<file path="src/rtl/mic_irq_regs.svh">
/*
 * Register offsets, field positions, reset values and fixed codes of the
 * interrupt controller.
 * Assumes an 8-bit register port whose byte addresses are the values below.
 */
`ifndef MIC_IRQ_REGS_SVH
`define MIC_IRQ_REGS_SVH

// register offsets
`define MIC_ADDR_CTRL        8'h00
`define MIC_ADDR_OPTION      8'h01
`define MIC_ADDR_PEN1        8'h02
`define MIC_ADDR_PEN2        8'h03
`define MIC_ADDR_PEN3        8'h04
`define MIC_ADDR_PREQ1       8'h05
`define MIC_ADDR_PREQ2       8'h06
`define MIC_ADDR_PREQ3       8'h07
// shadow copies sit in data bank 31, eight bytes from this base
`define MIC_ADDR_SHADOW_BASE 8'hF0
`define MIC_SHADOW_IDX_MASK  8'h07
`define MIC_SHADOW_BASE_MASK 8'hF8

// interrupt_control fields
`define MIC_CTRL_GIE         7
`define MIC_CTRL_PERIPH_GROUP_ENABLE        6
`define MIC_CTRL_T0IE        5
`define MIC_CTRL_EXTIE       4
`define MIC_CTRL_PCIE        3
`define MIC_CTRL_T0IF        2
`define MIC_CTRL_EXTIF       1
`define MIC_CTRL_PCIF        0

// option_config field
`define MIC_OPT_EDGE_POL     6

// implemented bits of the peripheral enable and request pairs
`define MIC_PMASK1           8'hC3
`define MIC_PMASK2           8'h24
`define MIC_PMASK3           8'h03

// status bits 4 and 3 (timeout, powerdown) are not shadowed
`define MIC_STATUS_SAVE_MASK 8'hE7

// reset values
`define MIC_RST_BYTE         8'h00
`define MIC_RST_OPTION       8'hFF

// interrupt vector
`define MIC_VECTOR           15'h0004

`endif

</file>
<file path="src/rtl/mic_irq_pkg.sv">
/*
 * Types shared by the interrupt controller and its surroundings.
 * Assumes mic_irq_regs.svh supplies the numeric constants.
 */
package mic_irq_pkg;

    // core context that is shadowed on entry and restored on return
    typedef struct packed {
        logic [7:0] pc_high;
        logic [7:0] fsr1_hi;
        logic [7:0] fsr1_lo;
        logic [7:0] fsr0_hi;
        logic [7:0] fsr0_lo;
        logic [7:0] bank;
        logic [7:0] status;
        logic [7:0] wreg;
    } mic_ctx_t;

    // register port request
    typedef struct packed {
        logic [7:0] addr;
        logic [7:0] wdata;
        logic       wr;
        logic       rd;
    } mic_bus_req_t;

    // one-cycle event pulses from the peripherals, same clock
    typedef struct packed {
        logic timer0_ovf;
        logic timer1_gate;
        logic adc_done;
        logic timer2_match;
        logic timer1_ovf;
        logic comparator;
        logic osc_accum;
        logic logic_cell2;
        logic logic_cell1;
    } mic_evt_t;

endpackage

</file>
<file path="src/rtl/mic_irq_ctrl.sv">
/*
 * Interrupt controller of an 8-bit microcontroller core: source flags,
 * enables, vectoring with fixed latency, shadow context, wake from sleep.
 * Assumes one clock tick per instruction cycle, core-side context and
 * stack handled by the core, peripheral events as one-cycle pulses.
 */
//
// Functional notes
// synchronous event reaches vector in three cycles
// async edge reaches vector within five cycles
// latency ignores instruction length
// software enables wake sources before sleep
// wake runs next instruction before vectoring
// edge polarity selects rising or falling
// valid edge sets flag, vectors if enabled
// entry pushes PC, shadows core context
// return restores context from shadow copies
// shadows in bank 31, read/write
// flags set regardless of any enable
// software clears flags before enabling
// control bit 7 global enable
// control bit 6 gates peripheral sources
// control bits 5,4,3 source enables
// control bits 2,1 read/write flags
// bit 0 read-only pin-change summary
// enable register 1 bit layout
// request register 1 matching layout
// enable register 2 bits 5,2
// request register 2 bits 5,2
// register pair 3 bits 1,0
// entry flushes, clears global, loads 0004h
// return pops, restores, sets global enable
// reset leaves interrupts disabled
// request ORs gated pairs; wake skips global
`timescale 1ns/1ps
`include "mic_irq_regs.svh"

module mic_irq_ctrl
    import mic_irq_pkg::*;
#(
    parameter int SHADOW_DEPTH = 8
) (
    input  wire logic         clk,
    input  wire logic         nrst,
    input  wire mic_bus_req_t bus_req,
    output logic [7:0]        bus_rdata,
    input  wire mic_evt_t     evt,
    input  wire logic         ext_pin,
    input  wire logic         pin_change_any,
    input  wire logic         sleep_active,
    input  wire logic         return_from_irq_op,
    input  wire mic_ctx_t     core_ctx,
    output logic              flush_prefetch,
    output logic              stack_push,
    output logic              vector_load,
    output logic [14:0]       vector_addr,
    output logic              stack_pop,
    output logic              ctx_restore,
    output mic_ctx_t          restore_ctx,
    output logic              wake
);

    ////////////////////////////////////////////////////////////////////////
    // declarations

    logic [7:0] ctrl_q;
    logic [7:0] option_q;

    logic [7:0] pen1_q;
    logic [7:0] pen2_q;
    logic [7:0] pen3_q;

    logic [7:0] preq1_q;
    logic [7:0] preq2_q;
    logic [7:0] preq3_q;

    logic [7:0] shadow_q [SHADOW_DEPTH];
    logic [7:0] rdata_q;

    logic       take_q;
    logic       ret_q;
    logic       wake_blk_q;

    logic       pin_s1_q;
    logic       pin_s2_q;
    logic       pin_s3_q;
    logic       pin_lvl_q;
    logic       pin_lvl_ok_q;
    logic [2:0] pin_fill_q;

    logic [7:0] preq1_set;
    logic [7:0] preq2_set;
    logic [7:0] preq3_set;
    logic       ext_edge;
    logic       core_req;
    logic       periph_req;
    logic       any_req;
    logic       take_d;
    logic       wr_ctrl;

    ////////////////////////////////////////////////////////////////////////
    // helpers

    function automatic logic wr_hit(input logic [7:0] addr);
        wr_hit = bus_req.wr && (bus_req.addr == addr);
    endfunction

    function automatic logic shadow_hit(input logic [7:0] addr);
        shadow_hit = (addr & `MIC_SHADOW_BASE_MASK) == `MIC_ADDR_SHADOW_BASE;
    endfunction

    function automatic logic [2:0] shadow_idx(input logic [7:0] addr);
        logic [7:0] masked;
        masked = addr & `MIC_SHADOW_IDX_MASK;
        shadow_idx = masked[2:0];
    endfunction

    // one byte of the context, by shadow index
    function automatic logic [7:0] ctx_byte(input mic_ctx_t ctx, input logic [2:0] idx);
        logic [63:0] flat;
        flat = ctx;
        ctx_byte = flat[idx*8 +: 8];
    endfunction

    ////////////////////////////////////////////////////////////////////////
    // external edge pin: three stages, accept a level once stages 2 and 3 agree

    always_ff @(posedge clk or negedge nrst) begin
        if (!nrst) begin
            pin_s1_q <= 1'b0;
            pin_s2_q <= 1'b0;
            pin_s3_q <= 1'b0;
        end else begin
            pin_s1_q <= ext_pin;
            pin_s2_q <= pin_s1_q;
            pin_s3_q <= pin_s2_q;
        end
    end

    // stages hold reset zeros until the pin has filled all three
    always_ff @(posedge clk or negedge nrst) begin
        if (!nrst) begin
            pin_fill_q <= '0;
        end else begin
            pin_fill_q <= {pin_fill_q[1:0], 1'b1};
        end
    end

    // first agreed level after reset is taken without an edge,
    // so a pin that idles high does not fake a rising edge
    always_ff @(posedge clk or negedge nrst) begin
        if (!nrst) begin
            pin_lvl_q    <= 1'b0;
            pin_lvl_ok_q <= 1'b0;
        end else if (pin_fill_q[2] && (pin_s2_q == pin_s3_q)) begin
            pin_lvl_q    <= pin_s3_q;
            pin_lvl_ok_q <= 1'b1;
        end
    end

    always_comb begin
        ext_edge = 1'b0;
        if (pin_lvl_ok_q && (pin_s2_q == pin_s3_q) && (pin_s3_q != pin_lvl_q)) begin
            // rising when polarity set, falling when clear
            ext_edge = (pin_s3_q == option_q[`MIC_OPT_EDGE_POL]);
        end
    end

    ////////////////////////////////////////////////////////////////////////
    // request combining

    assign preq1_set = {evt.timer1_gate, evt.adc_done, 4'h0, evt.timer2_match, evt.timer1_ovf};
    assign preq2_set = {2'h0, evt.comparator, 2'h0, evt.osc_accum, 2'h0};
    assign preq3_set = {6'h00, evt.logic_cell2, evt.logic_cell1};

    always_comb begin
        core_req = (ctrl_q[`MIC_CTRL_T0IE] & ctrl_q[`MIC_CTRL_T0IF])
                 | (ctrl_q[`MIC_CTRL_EXTIE] & ctrl_q[`MIC_CTRL_EXTIF])
                 | (ctrl_q[`MIC_CTRL_PCIE] & ctrl_q[`MIC_CTRL_PCIF])
                 | (ctrl_q[`MIC_CTRL_EXTIE] & ext_edge);

        periph_req = ctrl_q[`MIC_CTRL_PERIPH_GROUP_ENABLE]
                   & (|(pen1_q & preq1_q) | |(pen2_q & preq2_q) | |(pen3_q & preq3_q));

        any_req = core_req | periph_req;
    end

    // wake ignores the global enable
    assign wake = sleep_active & any_req;

    // vector only with global enable, never while asleep, and not in the
    // first awake cycle so the instruction after sleep runs first
    assign take_d = any_req & ctrl_q[`MIC_CTRL_GIE] & ~sleep_active & ~wake_blk_q & ~take_q;

    always_ff @(posedge clk or negedge nrst) begin
        if (!nrst) begin
            wake_blk_q <= 1'b0;
        end else begin
            wake_blk_q <= sleep_active;
        end
    end

    // entry is one cycle after the flag is seen, whatever the core is
    // executing, so latency does not depend on instruction length
    always_ff @(posedge clk or negedge nrst) begin
        if (!nrst) begin
            take_q <= 1'b0;
        end else begin
            take_q <= take_d;
        end
    end

    always_ff @(posedge clk or negedge nrst) begin
        if (!nrst) begin
            ret_q <= 1'b0;
        end else begin
            ret_q <= return_from_irq_op;
        end
    end

    assign flush_prefetch = take_q;
    assign stack_push     = take_q;
    assign vector_load    = take_q;
    assign stack_pop      = ret_q;
    assign ctx_restore    = ret_q;

    always_ff @(posedge clk or negedge nrst) begin
        if (!nrst) begin
            vector_addr <= 15'h0000;
        end else begin
            vector_addr <= `MIC_VECTOR;
        end
    end

    ////////////////////////////////////////////////////////////////////////
    // interrupt_control

    assign wr_ctrl = wr_hit(`MIC_ADDR_CTRL);

    always_ff @(posedge clk or negedge nrst) begin
        if (!nrst) begin
            ctrl_q <= `MIC_RST_BYTE;
        end else begin
            // global enable: entry clears, return sets, else software
            if (take_d) begin
                ctrl_q[`MIC_CTRL_GIE] <= 1'b0;
            end else if (ret_q) begin
                ctrl_q[`MIC_CTRL_GIE] <= 1'b1;
            end else if (wr_ctrl) begin
                ctrl_q[`MIC_CTRL_GIE] <= bus_req.wdata[`MIC_CTRL_GIE];
            end

            if (wr_ctrl) begin
                ctrl_q[`MIC_CTRL_PERIPH_GROUP_ENABLE]  <= bus_req.wdata[`MIC_CTRL_PERIPH_GROUP_ENABLE];
                ctrl_q[`MIC_CTRL_T0IE]  <= bus_req.wdata[`MIC_CTRL_T0IE];
                ctrl_q[`MIC_CTRL_EXTIE] <= bus_req.wdata[`MIC_CTRL_EXTIE];
                ctrl_q[`MIC_CTRL_PCIE]  <= bus_req.wdata[`MIC_CTRL_PCIE];
            end

            // set wins over a clearing write in the same cycle
            ctrl_q[`MIC_CTRL_T0IF] <= evt.timer0_ovf
                                    | (wr_ctrl ? bus_req.wdata[`MIC_CTRL_T0IF] : ctrl_q[`MIC_CTRL_T0IF]);
            ctrl_q[`MIC_CTRL_EXTIF] <= ext_edge
                                     | (wr_ctrl ? bus_req.wdata[`MIC_CTRL_EXTIF] : ctrl_q[`MIC_CTRL_EXTIF]);
            // summary follows the per-pin flags only; writes cannot touch it
            ctrl_q[`MIC_CTRL_PCIF] <= pin_change_any;
        end
    end

    ////////////////////////////////////////////////////////////////////////
    // option_config, enables

    always_ff @(posedge clk or negedge nrst) begin
        if (!nrst) begin
            option_q <= `MIC_RST_OPTION;
        end else if (wr_hit(`MIC_ADDR_OPTION)) begin
            option_q <= bus_req.wdata;
        end
    end

    always_ff @(posedge clk or negedge nrst) begin
        if (!nrst) begin
            pen1_q <= `MIC_RST_BYTE;
            pen2_q <= `MIC_RST_BYTE;
            pen3_q <= `MIC_RST_BYTE;
        end else if (bus_req.wr) begin
            if (bus_req.addr == `MIC_ADDR_PEN1) begin
                pen1_q <= bus_req.wdata & `MIC_PMASK1;
            end
            if (bus_req.addr == `MIC_ADDR_PEN2) begin
                pen2_q <= bus_req.wdata & `MIC_PMASK2;
            end
            if (bus_req.addr == `MIC_ADDR_PEN3) begin
                pen3_q <= bus_req.wdata & `MIC_PMASK3;
            end
        end
    end

    ////////////////////////////////////////////////////////////////////////
    // peripheral request flags: set wins over a clearing write

    always_ff @(posedge clk or negedge nrst) begin
        if (!nrst) begin
            preq1_q <= `MIC_RST_BYTE;
            preq2_q <= `MIC_RST_BYTE;
            preq3_q <= `MIC_RST_BYTE;
        end else begin
            preq1_q <= `MIC_PMASK1 & (preq1_set
                     | (wr_hit(`MIC_ADDR_PREQ1) ? bus_req.wdata : preq1_q));
            preq2_q <= `MIC_PMASK2 & (preq2_set
                     | (wr_hit(`MIC_ADDR_PREQ2) ? bus_req.wdata : preq2_q));
            preq3_q <= `MIC_PMASK3 & (preq3_set
                     | (wr_hit(`MIC_ADDR_PREQ3) ? bus_req.wdata : preq3_q));
        end
    end

    ////////////////////////////////////////////////////////////////////////
    // shadow copies: captured on entry, writable by software in between

    for (genvar i = 0; i < SHADOW_DEPTH; i++) begin : g_shadow
        always_ff @(posedge clk or negedge nrst) begin
            if (!nrst) begin
                shadow_q[i] <= `MIC_RST_BYTE;
            end else if (take_q) begin
                // status loses timeout and powerdown, they stay live
                if (i == 1) begin
                    shadow_q[i] <= core_ctx.status & `MIC_STATUS_SAVE_MASK;
                end else begin
                    shadow_q[i] <= ctx_byte(core_ctx, 3'(i));
                end
            end else if (bus_req.wr && shadow_hit(bus_req.addr)
                         && (shadow_idx(bus_req.addr) == 3'(i))) begin
                shadow_q[i] <= bus_req.wdata;
            end
        end
    end

    // restore image stands steady; the core samples it on ctx_restore
    assign restore_ctx = {shadow_q[7], shadow_q[6], shadow_q[5], shadow_q[4],
                          shadow_q[3], shadow_q[2], shadow_q[1], shadow_q[0]};

    ////////////////////////////////////////////////////////////////////////
    // read port: data one cycle after the strobe, zero elsewhere

    always_ff @(posedge clk or negedge nrst) begin
        if (!nrst) begin
            rdata_q <= `MIC_RST_BYTE;
        end else if (bus_req.rd) begin
            if (shadow_hit(bus_req.addr)) begin
                rdata_q <= shadow_q[shadow_idx(bus_req.addr)];
            end else begin
                case (bus_req.addr)
                    `MIC_ADDR_CTRL:   rdata_q <= ctrl_q;
                    `MIC_ADDR_OPTION: rdata_q <= option_q;
                    `MIC_ADDR_PEN1:   rdata_q <= pen1_q;
                    `MIC_ADDR_PEN2:   rdata_q <= pen2_q;
                    `MIC_ADDR_PEN3:   rdata_q <= pen3_q;
                    `MIC_ADDR_PREQ1:  rdata_q <= preq1_q;
                    `MIC_ADDR_PREQ2:  rdata_q <= preq2_q;
                    `MIC_ADDR_PREQ3:  rdata_q <= preq3_q;
                    default:          rdata_q <= `MIC_RST_BYTE;
                endcase
            end
        end else begin
            rdata_q <= `MIC_RST_BYTE;
        end
    end

    assign bus_rdata = rdata_q;

endmodule

</file>
<file path="config.mk">
export PLATFORM = sky130hd
export DESIGN_NAME = mic_irq_ctrl
export DESIGN_NICKNAME = d
export VERILOG_FILES = /design/src/rtl/mic_irq_pkg.sv /design/src/rtl/mic_irq_ctrl.sv
export VERILOG_INCLUDE_DIRS = /design/src /design/src/rtl
export SDC_FILE = /design/constraint.sdc
export NUM_CORES = 1
export LEC_CHECK = 0
export BUFFER_PORTS_ARGS = -buffer_cell sky130_fd_sc_hd__buf_2
export CAP_MARGIN = 20
export CORE_ASPECT_RATIO = 1.75
export CORE_MARGIN = 4
export CORE_UTILIZATION = 47
export DETAILED_ROUTE_END_ITERATION = 8
export PLACE_DENSITY = 0.77
export SLEW_MARGIN = 20
export SYNTH_ARGS = -nofsm -noshare
export SYNTH_HDL_FRONTEND = slang
export SYNTH_SLANG_ARGS = --single-unit
</file>
<file path="constraint.sdc">
create_clock -name clk -period 1.6 [get_ports clk]
set_clock_uncertainty 0.1 [all_clocks]
set_input_delay 0.08 -clock clk [delete_from_list [all_inputs] [get_ports clk]]
set_output_delay 0.08 -clock clk [all_outputs]
set_load 0.01 [all_outputs]
</file>
### Word level (Yosys, flattened, before mapping)

Cells that the tools add are included.

| word-level totals | value |
|---|---|
| flip-flop bits (word level) | 116 |
| latch bits | 0 |
| memory bits (writable) | 0 |
| bits in read-only memories | 0 |
| bits of input ports | 97 |
| output and inout bits | 93 |
| logic and storage cells | 141 |
| memories kept | 0 |

| cells by class | value |
|---|---|
| $add $sub $neg | 0 |
| multipliers | 0 |
| div/mod/pow operators | 0 |
| order comparisons | 1 |
| equal/unequal tests | 18 |
| shift-type cells | 0 |
| mux-type cells | 31 |
| bitwise gates (word level) | 28 |
| reductions and logical operators | 34 |

Operators with widths:

| operator | count |
|---|---|
| $mux W8 | 21 |
| $pmux W8 S8 | 1 |
| $eq A8 B3 Y1 const B | 4 |
| $bmux W8 S3 | 1 |
| $reduce_or A8 Y1 | 3 |
| $logic_and A1 B1 Y1 | 17 |
| $eq A8 B2 Y1 const B | 2 |
| $reduce_bool A2 Y1 | 8 |
| $eq A3 B3 Y1 const B | 4 |
| $and A1 B1 Y1 | 10 |
| $and A8 B8 Y8 | 1 |
| $eq A8 B1 Y1 const B | 1 |
| $logic_not A8 Y1 | 1 |
| $or A1 B1 Y1 | 8 |
| $or A8 B8 Y8 | 1 |
| $and A6 B6 Y6 | 1 |
| $eq A3 B2 Y1 const B | 2 |
| $mux W1 | 6 |
| $mux W6 | 1 |
| $or A6 B6 Y6 | 1 |
| $reduce_and A2 Y1 | 3 |
| $eq A5 B5 Y1 const B | 1 |
| $ge A4 B4 Y1 const B | 1 |
| $not A3 Y4 | 1 |
| other kinds (9) | 12 |

### Longest topological paths before layout

| depth | value |
|---|---|
| depth after elaboration | 12 |
| mapped depth | 7 |
| depth with buffers taken out | 4 |

### Worst setup path before layout

No wires, ideal clock.

| timing | value |
|---|---|
| kind | flip-flop to output port |
| start | register pin_s2_q |
| end | output wake |
| data arrival time | 1.621 ns |
| required time | 1.420 ns |
| path slack | -0.201 ns |
| stages on the path, launching flop included | 5 |
| path buffers | 0 |
| cell sequence | dfrtp_1 or4b_2 a21boi_0 o21ai_0 a31oi_1 |

| between the ends | value |
|---|---|
| cells in the longest elaborated chain, start to end | 8 |

Ends and longest elaborated chain:

| element | line | source |
|---|---|---|
| start: declaration | mic_irq_ctrl.sv:85 | `logic pin_s2_q;` |
| start signal: assignment | mic_irq_ctrl.sv:135 | `pin_s2_q <= pin_s1_q;` |
| $eq A1 B1 Y1 | mic_irq_ctrl.sv:163 | `if (pin_lvl_ok_q && (pin_s2_q == pin_s3_q) && (pin_s3_q != pin_lvl_q)) begin` |
| $logic_and A1 B1 Y1 (2 in series) | mic_irq_ctrl.sv:163 |  |
| $mux W1 | mic_irq_ctrl.sv:163 |  |
| $and A1 B1 Y1 | mic_irq_ctrl.sv:180 | `` \| (ctrl_q[`MIC_CTRL_EXTIE] & ext_edge); `` |
| $or A1 B1 Y1 | mic_irq_ctrl.sv:177 | `` core_req = (ctrl_q[`MIC_CTRL_T0IE] & ctrl_q[`MIC_CTRL_T0IF]) `` |
| $or A1 B1 Y1 | mic_irq_ctrl.sv:185 | `any_req = core_req \| periph_req;` |
| $and A1 B1 Y1 | mic_irq_ctrl.sv:189 | `assign wake = sleep_active & any_req;` |
| end: declaration | mic_irq_ctrl.sv:60 | `output logic wake` |

Every way passes these cells.

### Worst setup path after layout

| timing | value |
|---|---|
| start | register option_q[6] |
| end | output wake |

| between the ends | value |
|---|---|
| cells in the longest elaborated chain, start to end | 6 |

Ends and longest elaborated chain:

| element | line | source |
|---|---|---|
| start: declaration | mic_irq_ctrl.sv:67 | `logic [7:0] option_q;` |
| start signal: assignment | mic_irq_ctrl.sv:275 | `` option_q <= `MIC_RST_OPTION; `` |
| start signal: assignment | mic_irq_ctrl.sv:277 | `option_q <= bus_req.wdata;` |
| $eq A1 B1 Y1 | mic_irq_ctrl.sv:165 | `` ext_edge = (pin_s3_q == option_q[`MIC_OPT_EDGE_POL]); `` |
| $mux W1 | mic_irq_ctrl.sv:163 |  |
| $and A1 B1 Y1 | mic_irq_ctrl.sv:180 |  |
| $or A1 B1 Y1 | mic_irq_ctrl.sv:177 |  |
| $or A1 B1 Y1 | mic_irq_ctrl.sv:185 |  |
| $and A1 B1 Y1 | mic_irq_ctrl.sv:189 |  |

Every way passes these cells.

==> impl_summary.log <==
INFO  metric grt_overflow_total = 0
INFO  metric detail_route.iter0.violations = roughly 400
INFO  metric routabilityCongestion = around 0.89
INFO  metric global_route_wire_length_before_repair = 31800 um
INFO  metric grt_setup_unrepaired = true
INFO  metric mostFrequentLayoutCells = sky130_fd_sc_hd__buf_2 (172), sky130_fd_sc_hd__dfrtp_1 (106), sky130_fd_sc_hd__mux2i_1 (78), sky130_fd_sc_hd__dlygate4sd3_1 (78), sky130_fd_sc_hd__nand2_1 (67)
INFO  metric crit_path_max_fanout = 2
INFO  metric setup_violations = 3
INFO  metric post-place-cells = slightly below 900
INFO  metric synth_top_area_share = 44.5%
INFO  metric clk_transition_reported_paths = about 0.05 ns
INFO  metric critical_path_required = roughly 1.4 ns
INFO  metric worst_case_clock_buffer_depth = 2
INFO  metric seq_area_frac_synth = a little under half
INFO  metric clockRootBuffer = sky130_fd_sc_hd__clkbuf_16
INFO  metric drt-pass1-iter-count = 5
INFO  metric gr-usage-all-layers = 28.3%
INFO  metric synthToLayoutAreaGrowth = 46.9%
INFO  metric finalCritPeriodShare = 127%
INFO  metric total_chip_power = 10.9 mW
INFO  metric worst_ir_drop_vdd = 858 uV
INFO  metric fin_cells = about 990
INFO  metric via_per_inst = about 5.6
INFO  metric num_io_pins = 190
INFO  metric detail_route.wl_per_cell = 20.6 um
INFO  metric finalHoldWorstSlack = approximately 0.016 ns
INFO  metric cp.arrival = 1.85 ns
INFO  metric dr_wl_met2 = approximately 11000 um
INFO  metric hold_path_class = in -> reg
INFO  metric finalHoldViolCount = 0
INFO  metric cellPowerDensity = approximately 1200 nW/um^2
INFO  metric slew_violations = 0
INFO  metric num_vias = 5569
INFO  metric drive_above_1_share = between 30% and 40%
INFO  metric die_height = 158 um
INFO  metric min_period = 2.03 ns
INFO  metric relSlewSlack = 60.1%
INFO  metric rows = 54
INFO  metric syn-cell-area = around 6000 sq um
INFO  metric die_x = 93.6 um
INFO  metric route.antenna.remaining_nets = 0
INFO  metric grt_pass1_vias = around 6000
INFO  metric nets = ~900
INFO  metric outcome = finished, violations left
INFO  metric highest_routing_layer_actually_used = met4
INFO  metric grt_start_max_net_pins = 130
INFO  metric postCtsSetupBuffers = 0
INFO  metric layout.cells.most_common = sky130_fd_sc_hd__buf_2
INFO  metric final_core_utilization = 70.8%
INFO  metric violations = negative setup slack
INFO  metric synthesized_netlist_cell_count = 533
INFO  metric syn-mean-instance-area = around 11 sq um
INFO  metric yosys_top_cell_by_area = sky130_fd_sc_hd__dfrtp_1
INFO  metric wirelength = roughly 20000 um
INFO  metric h-tree-depth = 4
INFO  metric synth_edf_count = 0
INFO  metric floorplan.initialDensity = roughly 48%
INFO  metric remaining_drc_errors = 0
INFO  metric area.sequential = 2890 sq um
INFO  metric timing.critical_path.to_type = output pin
INFO  metric synth-seq-cells = approximately 120
INFO  metric detailroute.wirelength.met3 = ~1100 um
INFO  metric wl_met1 = ~7300 um
INFO  metric synth_cell_type_count = 53
INFO  metric start_kind = flip-flop
INFO  metric max-cap-violations = 0
INFO  metric tritoncts.num_buffers = 17
INFO  metric async_flop_share = 100%
INFO  metric max_freq = 493 MHz
INFO  metric setup_slack = -0.427 ns
INFO  metric combined_area_of_the_multi_input_logic_cells = between 2000 and 3000 sq um
INFO  metric critical_path_class = reg -> out
INFO  metric transition_time_of_the_tightest_slew_check_pin = 0.599 ns
INFO  metric filler_cell_count = 855
INFO  metric synth.yosys.warnings = 0
INFO  metric cellLeakagePower = roughly 4.0 nW
INFO  metric ys_dominant_reg_cell = sky130_fd_sc_hd__dfrtp_1
INFO  metric count_of_buffers_inserted_at_the_top_level_ports = 173
INFO  metric synth_top_cells_by_area = sky130_fd_sc_hd__dfrtp_1 (44%), sky130_fd_sc_hd__mux2i_1 (13%), sky130_fd_sc_hd__mux4_2 (6.0%), sky130_fd_sc_hd__o21ai_0 (5.1%), sky130_fd_sc_hd__nand2_1 (4.2%)
INFO  metric grt_antenna_before_repair = 0
INFO  metric core-area = around 12000 sq um
INFO  metric setup_tns = -0.471 ns
INFO  metric cts_tree = done
INFO  metric die_footprint = roughly 15000 sq um
INFO  metric number_of_clock_sinks = ~120
INFO  metric worstSkewPairLatency = approximately 0.41 ns
INFO  metric dp_hpwl = roughly 14000 um
metrics by stage:
step / cell area [sq um] / setup slack (ns)
finish: 8840 / -0.427
global route: 8840 / -0.510
CTS: 8820 / -0.457
detailed placement: 7420 / -0.182
global placement: 7420 / -0.161
floorplan: 6100 / -0.0833
Yosys cell counts, types with 3 or more instances:
library cell / n
sky130_fd_sc_hd__nand2_1: 67
sky130_fd_sc_hd__dfrtp_1: 107
sky130_fd_sc_hd__nor2b_1: 12
sky130_fd_sc_hd__mux4_2: 16
sky130_fd_sc_hd__buf_4: 18
sky130_fd_sc_hd__dfstp_2: 8
sky130_fd_sc_hd__nand2b_1: 5
sky130_fd_sc_hd__o22a_1: 4
sky130_fd_sc_hd__a211o_1: 8
sky130_fd_sc_hd__mux2i_1: 78
sky130_fd_sc_hd__nor2_1: 7
sky130_fd_sc_hd__buf_2: 8
sky130_fd_sc_hd__o22ai_1: 7
sky130_fd_sc_hd__nand3b_1: 6
sky130_fd_sc_hd__o21ai_1: 6
sky130_fd_sc_hd__buf_1: 3
sky130_fd_sc_hd__nor3_1: 4
sky130_fd_sc_hd__o21ai_0: 61
sky130_fd_sc_hd__nor4_4: 3
sky130_fd_sc_hd__clkbuf_1: 27
sky130_fd_sc_hd__nand3_1: 5
sky130_fd_sc_hd__nor3_4: 4
sky130_fd_sc_hd__a22oi_1: 12
sky130_fd_sc_hd__mux2_2: 20
repair_timing:
item | 4_1_cts | 5_1_grt
pin swaps | 2 | 1
endpoints found under the hold margin | 188 | 0
resized for setup | 3 | 0
cloned | 0 | 1
endpoints found under the setup margin | 6 | 6
hold buffers | 78 | 0
worst max-delay path, stage by stage, from the launching register on:
cell,delay (ns)
sky130_fd_sc_hd__dfstp_2,0.37
sky130_fd_sc_hd__or4b_4,0.53
sky130_fd_sc_hd__a21boi_2,0.17
sky130_fd_sc_hd__o21ai_1,0.08
sky130_fd_sc_hd__a31oi_1,0.15
sky130_fd_sc_hd__buf_2,0.15
final cells by class:
class / count / share of cell area, %
Inverter: 1 / 0.0424
Multi-Input combinational cell: 374 / 32.9
Timing Repair Buffer: 304 / 25.1
Sequential cell: 115 / 32.7
Clock inverter: 10 / 1.49
Clock buffer: 21 / 5.32
Antenna cell: 1 / 0.0283
Tap cell: 168 / 2.38
worst paths after layout:
check	from	to	slack [ns]	cells past startpoint
max	option_q[6]	wake	-0.43	5
min	bus_req[7]	preq2_q[5]	0.02	2
max reg2reg	option_q[6]	flush_prefetch	-0.02	5
min reg2reg	pin_fill_q[1]	pin_fill_q[2]	0.25	0
max in group asynchronous	nrst	restore_ctx[45]	0.74	3
min in group asynchronous	nrst	restore_ctx[39]	0.11	3
power breakdown:
| part | leakage, nW | total (mW) | switching (mW) | internal [mW] |
|---|---|---|---|---|
| combinational | 2.23 | 2.84 | 1.46 | 1.38 |
| clock | 0.298 | 3.84 | 1.29 | 2.55 |
| sequential | 1.43 | 4.22 | 0.633 | 3.59 |
| total | 3.96 | 10.9 | 3.38 | 7.52 |
metal layers:
layer	track usage, %	vias up
met3	5.94	63
met4	14.4	0
met5	0	-
met1	31.0	2776
met2	51.0	274
li1	-	2456
state kept, by name, indices dropped and copies added (netlist names):
name and flops:
bus_rdata 8, ctrl_q 8, ctx_restore 1, flush_prefetch 1, option_q 8, pen1_q 4
pen2_q 2, pen3_q 2, pin_fill_q 3, pin_lvl_ok_q 1, pin_lvl_q 1, pin_s1_q 1
pin_s2_q 1, pin_s3_q 1, preq1_q 4, preq2_q 2, preq3_q 2, restore_ctx 64
wake_blk_q 1
logic make-up (layout without fill, tap and decap cells):
logic type	count (synthesis)	count (layout)	share of synthesized area, %
other cells	2	16	0.125
mux	116	116	23.2
xor+xnor	1	1	0.145
compound gates	108	108	10.7
flops	115	115	48.0
simple gates	134	134	13.0
buf+inv	57	336	4.84
Note: power is estimated with default switching activity, not from simulation.
